### src/shared/mfps_defs.svh
`ifndef MFPS_DEFS_SVH
`define MFPS_DEFS_SVH

// register offsets
`define MFPS_ADDR_PIN8 8'h44
`define MFPS_ADDR_PIN9 8'h45
`define MFPS_ADDR_PIN10 8'h46
`define MFPS_ADDR_INMODE 8'h4D

// field layout of a multipurpose pin register
`define MFPS_SEL_MSB 4
`define MFPS_SEL_LSB 0
`define MFPS_LEVEL_BIT 6

// field layout of the input-pin mode register
`define MFPS_MODE_W 2
`define MFPS_INMODE_USED 6

`define MFPS_REG_RESET 8'h00
`define MFPS_READ_IDLE 8'h00

// selector codes
`define MFPS_SEL_OFF 5'h00
`define MFPS_SEL_INPUT 5'h01
`define MFPS_SEL_STATIC 5'h03
`define MFPS_SEL_BITBANG 5'h04
`define MFPS_SEL_PDMCLK 5'h05
`define MFPS_SEL_06 5'h06
`define MFPS_SEL_07 5'h07
`define MFPS_SEL_08 5'h08
`define MFPS_SEL_09 5'h09
`define MFPS_SEL_0A 5'h0A
`define MFPS_SEL_SA_WCLK 5'h0C
`define MFPS_SEL_SA_BCLK 5'h0D
`define MFPS_SEL_SA_DATA 5'h10
`define MFPS_SEL_SA_WCLK2 5'h11
`define MFPS_SEL_SB_BCLK 5'h12
`define MFPS_SEL_SB_DATA 5'h15
`define MFPS_SEL_SC_WCLK 5'h1B
`define MFPS_SEL_SC_BCLK 5'h1C
`define MFPS_SEL_SC_DATA 5'h1D

// input-pin mode codes
`define MFPS_MODE_OFF 2'h0
`define MFPS_MODE_INPUT 2'h1

`endif

### src/shared/mfps_pkg.sv
package mfps_pkg;
  typedef logic [4:0] mfps_sel_t;
  typedef logic [1:0] mfps_mode_t;
  // routing variant of a multipurpose pin
  typedef enum logic [1:0] {
    MFPS_KIND_EIGHT = 2'h1,
    MFPS_KIND_INTERNAL_CLOCK_OUTPUT = 2'h2
  } mfps_kind_t;
endpackage : mfps_pkg

### src/shared/mfps_src_if.sv
`timescale 1ns/1ps
interface mfps_src_if;
  logic bitbangLevel;
  logic pdmClk;
  logic internal_clock_output;
  logic [4:0] irqLines;
  logic serAWordClk;
  logic serABitClk;
  logic serAData;
  logic serBBitClk;
  logic serBData;
  logic serCWordClk;
  logic serCBitClk;
  logic serCData;
  modport drive (
    output bitbangLevel, pdmClk, internal_clock_output, irqLines, serAWordClk, serABitClk, serAData,
    output serBBitClk, serBData, serCWordClk, serCBitClk, serCData
  );
  modport use_src (
    input bitbangLevel, pdmClk, internal_clock_output, irqLines, serAWordClk, serABitClk, serAData,
    input serBBitClk, serBData, serCWordClk, serCBitClk, serCData
  );
endinterface : mfps_src_if

### src/logic/mfps_pin_route.sv
`timescale 1ns/1ps
`include "mfps_defs.svh"
module mfps_pin_route
  import mfps_pkg::*;
#(
  parameter mfps_kind_t KIND = MFPS_KIND_INTERNAL_CLOCK_OUTPUT
) (
  // clock and reset
  input wire logic mclk,
  input wire logic rstN,
  // configuration
  input wire mfps_sel_t selector,
  input wire logic staticLevel,
  mfps_src_if.use_src src,
  // pin side
  input wire logic pinInSync,
  output logic pinOut,
  output logic pinOe,
  output logic pinInEnable,
  output logic routedIn
);
  logic out_reg, out_next;
  logic oe_reg, oe_next;
  logic inEn_reg, inEn_next;
  logic routed_reg, routed_next;

  always_comb begin
    out_next = 1'b0;
    oe_next = 1'b1;
    inEn_next = 1'b0;
    routed_next = 1'b0;
    unique case (selector)
      `MFPS_SEL_INPUT: begin
        oe_next = 1'b0;
        inEn_next = 1'b1;
        routed_next = pinInSync;
      end
      `MFPS_SEL_STATIC: out_next = staticLevel;
      `MFPS_SEL_BITBANG: out_next = src.bitbangLevel;
      `MFPS_SEL_PDMCLK: out_next = src.pdmClk;
      `MFPS_SEL_06: begin
        out_next = (KIND == MFPS_KIND_EIGHT) ? src.irqLines[0] : src.internal_clock_output;
      end
      `MFPS_SEL_07: out_next = src.irqLines[1];
      `MFPS_SEL_08: out_next = src.irqLines[2];
      `MFPS_SEL_09: begin
        // no interrupt line on this code for pin eight
        out_next = (KIND == MFPS_KIND_EIGHT) ? 1'b0 : src.irqLines[3];
        oe_next = (KIND != MFPS_KIND_EIGHT);
      end
      `MFPS_SEL_0A: begin
        out_next = (KIND == MFPS_KIND_EIGHT) ? src.irqLines[3] : src.irqLines[4];
      end
      `MFPS_SEL_SA_WCLK: out_next = src.serAWordClk;
      `MFPS_SEL_SA_BCLK: out_next = src.serABitClk;
      `MFPS_SEL_SA_DATA: out_next = src.serAData;
      `MFPS_SEL_SA_WCLK2: out_next = src.serAWordClk;
      `MFPS_SEL_SB_BCLK: out_next = src.serBBitClk;
      `MFPS_SEL_SB_DATA: out_next = src.serBData;
      `MFPS_SEL_SC_WCLK: out_next = src.serCWordClk;
      `MFPS_SEL_SC_BCLK: out_next = src.serCBitClk;
      `MFPS_SEL_SC_DATA: out_next = src.serCData;
      default: begin
        // off and reserved codes both power the buffers down
        oe_next = 1'b0;
      end
    endcase
  end

  always_ff @(posedge mclk or negedge rstN) begin
    if (!rstN) begin
      out_reg <= 1'b0;
      oe_reg <= 1'b0;
      inEn_reg <= 1'b0;
      routed_reg <= 1'b0;
    end else begin
      out_reg <= out_next;
      oe_reg <= oe_next;
      inEn_reg <= inEn_next;
      routed_reg <= routed_next;
    end
  end

  assign pinOut = out_reg;
  assign pinOe = oe_reg;
  assign pinInEnable = inEn_reg;
  assign routedIn = routed_reg;
endmodule : mfps_pin_route

### src/logic/mfps_top.sv
// Summary of operation
// - selector zero disables the pin, input and output buffers powered down.
// - selector one makes the pin an input routed to the input multiplexer.
// - selector three drives the pin from its own level bit.
// - selector four drives the pin from the shared bit-bang level.
// - selector five drives the pin with the PDM clock.
// - pins nine and ten, selector six outputs the internal clock output.
// - pins nine and ten, selectors seven to ten output interrupt lines one to four.
// - pin eight, selectors 6,7,8 give interrupts 0,1,2; selector 10 gives interrupt 3.
// - codes 12-13,16-18,21,27-29 output the three serial interfaces' clocks and data.
// - pin register: selector bits 4-0, level bit 6, reset zero.
// - input mode register: 2-bit modes at 5-4, 3-2, 1-0 for pins 3,2,1.
// - mode zero powers the input pin down, one routes it; two, three reserved.
`timescale 1ns/1ps
`include "mfps_defs.svh"
module mfps_top
  import mfps_pkg::*;
#(
  parameter int NUM_IN = 3
) (
  // clock and reset
  input wire logic mclk,
  input wire logic reset_n,
  // register port
  input wire logic regWrite,
  input wire logic regRead,
  input wire logic [7:0] regAddr,
  input wire logic [7:0] regWdata,
  output logic [7:0] regRdata,
  // internal signal sources
  input wire logic bitbangLevel,
  input wire logic pdmClk,
  input wire logic internal_clock_output,
  input wire logic [4:0] irqLines,
  input wire logic serAWordClk,
  input wire logic serABitClk,
  input wire logic serAData,
  input wire logic serBBitClk,
  input wire logic serBData,
  input wire logic serCWordClk,
  input wire logic serCBitClk,
  input wire logic serCData,
  // multipurpose pins eight, nine, ten
  input wire logic [2:0] mpPinIn,
  output logic [2:0] mpPinOut,
  output logic [2:0] mpPinOe,
  output logic [2:0] mpPinInEnable,
  output logic [2:0] mpRoutedIn,
  // general-purpose input pins
  input wire logic [NUM_IN-1:0] inPin,
  output logic [NUM_IN-1:0] inPinEnable,
  output logic [NUM_IN-1:0] inRouted
);
  ////////////////////////////////////////////////////////////////////////////
  // reset release
  logic rstMeta_reg, rstN_reg;
  logic rstMeta_next, rstN_next;
  // release on a clock edge so no flop sees reset end mid-cycle
  always_comb begin
    rstMeta_next = 1'b1;
    rstN_next = rstMeta_reg;
  end

  always_ff @(posedge mclk or negedge reset_n) begin
    if (!reset_n) begin
      rstMeta_reg <= 1'b0;
      rstN_reg <= 1'b0;
    end else begin
      rstMeta_reg <= rstMeta_next;
      rstN_reg <= rstN_next;
    end
  end

  ////////////////////////////////////////////////////////////////////////////
  // pin input synchronisers
  logic [2:0] mpMeta_reg, mpSync_reg;
  logic [2:0] mpMeta_next, mpSync_next;
  logic [NUM_IN-1:0] inMeta_reg, inSync_reg;
  logic [NUM_IN-1:0] inMeta_next, inSync_next;
  // logic reads only the second stage; the first may still be settling
  always_comb begin
    mpMeta_next = mpPinIn;
    mpSync_next = mpMeta_reg;
    inMeta_next = inPin;
    inSync_next = inMeta_reg;
  end

  always_ff @(posedge mclk or negedge rstN_reg) begin
    if (!rstN_reg) begin
      mpMeta_reg <= 3'h0;
      mpSync_reg <= 3'h0;
      inMeta_reg <= '0;
      inSync_reg <= '0;
    end else begin
      mpMeta_reg <= mpMeta_next;
      mpSync_reg <= mpSync_next;
      inMeta_reg <= inMeta_next;
      inSync_reg <= inSync_next;
    end
  end

  ////////////////////////////////////////////////////////////////////////////
  // registers
  // reserved bits are writable storage, read back as written
  logic [7:0] pinCfg_reg [3];
  logic [7:0] pinCfg_next [3];
  logic [7:0] inMode_reg, inMode_next;
  logic [7:0] rdata_reg, rdata_next;
  logic [7:0] pinAddr [3];
  assign pinAddr[0] = `MFPS_ADDR_PIN8;
  assign pinAddr[1] = `MFPS_ADDR_PIN9;
  assign pinAddr[2] = `MFPS_ADDR_PIN10;

  always_comb begin
    for (int i = 0; i < 3; i++) begin
      pinCfg_next[i] = pinCfg_reg[i];
      if (regWrite && regAddr == pinAddr[i]) begin
        pinCfg_next[i] = regWdata;
      end
    end
    inMode_next = inMode_reg;
    if (regWrite && regAddr == `MFPS_ADDR_INMODE) begin
      inMode_next = regWdata;
    end
    // a read in the write cycle returns the old value
    rdata_next = rdata_reg;
    if (regRead) begin
      unique case (regAddr)
        `MFPS_ADDR_PIN8: rdata_next = pinCfg_reg[0];
        `MFPS_ADDR_PIN9: rdata_next = pinCfg_reg[1];
        `MFPS_ADDR_PIN10: rdata_next = pinCfg_reg[2];
        `MFPS_ADDR_INMODE: rdata_next = inMode_reg;
        default: rdata_next = `MFPS_READ_IDLE;
      endcase
    end
  end

  always_ff @(posedge mclk or negedge rstN_reg) begin
    if (!rstN_reg) begin
      for (int i = 0; i < 3; i++) begin
        pinCfg_reg[i] <= `MFPS_REG_RESET;
      end
      inMode_reg <= `MFPS_REG_RESET;
      rdata_reg <= `MFPS_READ_IDLE;
    end else begin
      for (int i = 0; i < 3; i++) begin
        pinCfg_reg[i] <= pinCfg_next[i];
      end
      inMode_reg <= inMode_next;
      rdata_reg <= rdata_next;
    end
  end
  assign regRdata = rdata_reg;

  ////////////////////////////////////////////////////////////////////////////
  // multipurpose pin routing
  // sources share mclk, so they reach the routers without synchronisers
  mfps_src_if srcBus ();
  assign srcBus.bitbangLevel = bitbangLevel;
  assign srcBus.pdmClk = pdmClk;
  assign srcBus.internal_clock_output = internal_clock_output;
  assign srcBus.irqLines = irqLines;
  assign srcBus.serAWordClk = serAWordClk;
  assign srcBus.serABitClk = serABitClk;
  assign srcBus.serAData = serAData;
  assign srcBus.serBBitClk = serBBitClk;
  assign srcBus.serBData = serBData;
  assign srcBus.serCWordClk = serCWordClk;
  assign srcBus.serCBitClk = serCBitClk;
  assign srcBus.serCData = serCData;

  genvar p;
  generate
    for (p = 0; p < 3; p++) begin : g_pin
      // pin eight has its own interrupt map, nine and ten carry the clock output
      mfps_pin_route #(
        .KIND((p == 0) ? MFPS_KIND_EIGHT : MFPS_KIND_INTERNAL_CLOCK_OUTPUT)
      ) u_route (
        .mclk(mclk),
        .rstN(rstN_reg),
        .selector(pinCfg_reg[p][`MFPS_SEL_MSB:`MFPS_SEL_LSB]),
        .staticLevel(pinCfg_reg[p][`MFPS_LEVEL_BIT]),
        .src(srcBus.use_src),
        .pinInSync(mpSync_reg[p]),
        .pinOut(mpPinOut[p]),
        .pinOe(mpPinOe[p]),
        .pinInEnable(mpPinInEnable[p]),
        .routedIn(mpRoutedIn[p])
      );
    end
  endgenerate

  ////////////////////////////////////////////////////////////////////////////
  // general-purpose input pins
  logic [NUM_IN-1:0] inEn_reg, inEn_next;
  logic [NUM_IN-1:0] inRouted_reg, inRouted_next;
  genvar k;
  generate
    for (k = 0; k < NUM_IN; k++) begin : g_in
      mfps_mode_t mode;
      assign mode = inMode_reg[k*`MFPS_MODE_W +: `MFPS_MODE_W];
      // reserved modes stay powered down rather than guessing a use
      always_comb begin
        inEn_next[k] = (mode == `MFPS_MODE_INPUT);
        inRouted_next[k] = (mode == `MFPS_MODE_INPUT) ? inSync_reg[k] : 1'b0;
      end
    end
  endgenerate

  always_ff @(posedge mclk or negedge rstN_reg) begin
    if (!rstN_reg) begin
      inEn_reg <= '0;
      inRouted_reg <= '0;
    end else begin
      inEn_reg <= inEn_next;
      inRouted_reg <= inRouted_next;
    end
  end
  assign inPinEnable = inEn_reg;
  assign inRouted = inRouted_reg;
endmodule : mfps_top

### config.mk
export PLATFORM = sky130hd
export DESIGN_NAME = mfps_top
export DESIGN_NICKNAME = d
export VERILOG_FILES = /design/src/shared/mfps_pkg.sv /design/src/shared/mfps_src_if.sv /design/src/logic/mfps_pin_route.sv /design/src/logic/mfps_top.sv
export VERILOG_INCLUDE_DIRS = /design/src /design/src/shared
export SDC_FILE = /design/constraint.sdc
export NUM_CORES = 1
export LEC_CHECK = 0
export BUFFER_PORTS_ARGS = -buffer_cell sky130_fd_sc_hd__buf_2
export CAP_MARGIN = 25
export CORE_ASPECT_RATIO = 1.75
export CORE_UTILIZATION = 35
export CTS_BUF_LIST = sky130_fd_sc_hd__clkbuf_8
export DETAILED_ROUTE_END_ITERATION = 8
export GPL_TIMING_DRIVEN = 0
export PLACE_DENSITY = 0.52
export SLEW_MARGIN = 20
export SYNTH_ARGS = -nofsm -noshare
export SYNTH_HDL_FRONTEND = slang
export SYNTH_SLANG_ARGS = --single-unit
### constraint.sdc
create_clock -name mclk -period 2.8 [get_ports mclk]
set_input_delay 0.28 -clock mclk [delete_from_list [all_inputs] [get_ports mclk]]
set_output_delay 0.28 -clock mclk [all_outputs]
set_load 0.005 [all_outputs]
==> flow_metrics.tcl <==
set metrics [dict create \
    netlist_area_um2 3570 \
    ys.warnings.count 0 \
    placed_area_um2 4090 \
    hold_path_class "in2reg" \
    slowest_stage "or4b_2" \
    drv_slew 0 \
    core_um2 9910 \
    async_reset_ff_share_pct 100 \
    port_buffers 66 \
    syn_inst 314 \
    final-hold-violation-count 0 \
    avgSynthCellArea_um2 11.4 \
    grt_use_total_pct 18.4 \
    wl_um 8970 \
    dp_hpwl_um 6650 \
    die_area_um2 10600 \
    numCtsBuffers 9 \
    first_pass_iters 4 \
    cp_max_fo 10 \
    synth_cell_type_count 52 \
    ctsHoldBuffers 1 \
    grt_pass1_vias 2771 \
    synth-edff-count 0 \
    fin_area_um2 4270 \
    cp-start-kind "flop" \
    area_growth_pct 19.7 \
    antenna_found_initial 0 \
    dp_cells 506 \
    path_class "reg2reg" \
    arrival_ps 1980 \
    regArea_um2 1810 \
    io_pins 68 \
    clk_path_buf_depth 2 \
    insertion_delay_ps 360 \
    multi_input_area_um2 1580 \
    synth-seq-area-share_pct 50.5 \
    setup_viol 0 \
    wl_per_cell_um 17.2 \
    start_util_pct 36.0 \
    vias 2715 \
    ys.flop_type "dfrtp_1" \
    drive_gt1_share_pct 36.2 \
    grt_remaining_overflow 0 \
    cts_root_buf "clkbuf_8" \
    largest_reg_flops 24 \
    clock_skew_ps 17.7 \
    globalplace.congestion 0.841 \
    cts_tree "built" \
    grt_pass1_wl_um 14300 \
    rsz0062_at_grt "false" \
    period_needed_ps 1700 \
    drtAntennaViolNets 0 \
    fp.dieH_um 136 \
    critPathRequiredTime_ps 3080 \
    status "complete, no violations" \
    power_density_nw_per_um2 497 \
    max_stage_delay_ps 630 \
    clock_sinks 72 \
    grt_start_max_net_pins 51 \
    initialDrtViolationCount 144 \
    rows 48 \
    viasPerCell 5.19 \
    fp.dieW_um 78.3 \
    nNetsFinal 435 \
    h-tree-depth 3 \
    worst_pin_slew_ps 809 \
    slew_headroom_pct 45.6 \
    fin_crit_sh_pct 60.5 \
    cp_cell_sequence "clkbuf_1 -> a221oi_1 -> or4b_2 -> nand4_1" \
    cp-end-kind "flop" \
    path_clk_slew_ps 90 \
    syn_nets 356 \
    max_clock_freq_ghz 0.590 \
    ir_worst_vdd_v 0.000270 \
    post_cts_buffers 0 \
    leakagePower_nw 1.99 \
    drv_cap 0 \
    cts_resized 0 \
    antenna_cells 0 \
    drc 0 \
    fin_cells 523 \
    nFillCells 994 \
    synth_seq_cells 72 \
]
cell type report:
class	instances	area share (%)
Tap cell	125	3.66
Timing Repair Buffer	68	8.61
Multi-Input combinational cell	205	37.0
Buffer	32	3.92
Inverter	5	0.439
Clock inverter	6	0.907
Clock buffer	10	3.22
Sequential cell	72	42.2
critical path: cells and delay by family, from the launching register on:
family	cells	cell delay [ps]
AOI/OAI and AO/OA	1	90
buffers and inverters	1	370
DFF	1	410
and+or+nand+nor	2	740
placed cells by master, fill, tap and decap left out, types with 2 or more instances in the layout:
cell        n
clkbuf_1   16
nand2b_1    7
nand3b_1    5
nor3b_1     3
inv_1       7
a221oi_1    2
o31ai_1     3
or3b_2      6
clkbuf_8   10
o21ai_0    17
a21oi_1     8
nand2_1    20
dfrtp_1    71
and2_1      6
a221o_1     8
buf_2      68
mux2i_1    20
nor3_1      5
nor4_1      4
clkinv_4    3
nand3_1     5
buf_4      12
a211oi_1    2
o2111ai_1   2
buf_1       2
mux2_2     33
nor2b_1    15
nor2_1      5
nor3_2      2
nand4_1     3
stage by stage:
stage / utilization (%) / hold WS [ps] / setup slack [ps] / total power [mW] / setup TNS, ps
3_5_place_dp: 41.3 / 70.5 / 751 / 1.40 / 0
5_1_grt: 43.1 / 3.71 / 965 / 2.24 / 0
3_3_place_gp: 40.9 / 65.9 / -180 / 1.39 / -12120
6_report: 43.1 / 29.5 / 1100 / 2.12 / 0
4_1_cts: 43.1 / 10.3 / 1110 / 2.16 / 0
2_1_floorplan: - / -15.6 / 646 / 1.29 / 0
where the power goes:
part / internal [mW] / switching, mW
clock network: 0.343 / 0.401
registers: 1.09 / 0.0295
logic: 0.126 / 0.138
total: 1.56 / 0.569
layer usage:
metal / wire length (um) / track usage, % / up-vias
met5: 0 / 0 / -
met2: 5030 / 33.0 / 64
met4: 250 / 9.57 / 0
met3: 309 / 2.96 / 17
met1: 3380 / 20.6 / 1342
li1: - / - / 1292
cell usage after synthesis (all sizes together) (3+ instances only):
| cell type | number | area (um2) |
|---|---|---|
| mux2 | 33 | 372 |
| nand3b | 5 | 37.5 |
| or3b | 6 | 52.6 |
| inv | 5 | 18.8 |
| mux2i | 20 | 200 |
| nand4 | 3 | 18.8 |
| a21oi | 8 | 40.0 |
| a221o | 8 | 80.1 |
| nor3b | 4 | 35.0 |
| and2 | 6 | 37.5 |
| nor3 | 7 | 45.0 |
| o21ai | 17 | 85.1 |
| nand3 | 6 | 35.0 |
| nand2b | 7 | 43.8 |
| buf | 16 | 108 |
| nor2b | 15 | 93.8 |
| dfrtp | 72 | 1800 |
| nand2 | 20 | 75.1 |
| clkbuf | 16 | 60.1 |
| o31ai | 3 | 22.5 |
| nor4 | 5 | 37.5 |
| nor2 | 5 | 18.8 |
final timing paths:
path,startpoint,end,slack (ps),cells past startpoint
setup / recovery,pinCfg_reg[3],g_pin[2].u_route.pinOut,1100,4
hold / removal,inPin[2],inMeta_reg[2],30,1
setup reg to reg,pinCfg_reg[3],g_pin[2].u_route.pinOut,1100,4
hold reg to reg,rstN_reg,g_pin[1].u_route.pinOut,220,0
max in group asynchronous,rstN_reg,pinCfg_reg[18],2010,1
min in group asynchronous,rstN_reg,g_pin[1].u_route.pinOut,220,0
kinds of logic after synthesis:
kind of cell / after synthesis / synth area share (%)
AND/OR/NAND/NOR: 97 / 17.3
flip-flops: 72 / 50.5
multiplexers: 54 / 16.6
AO/OA/AOI/OAI: 51 / 9.78
buffers and inverters: 37 / 5.22
XOR/XNOR: 2 / 0.491
other: 1 / 0.105
Power figures use the tool's default switching activity.
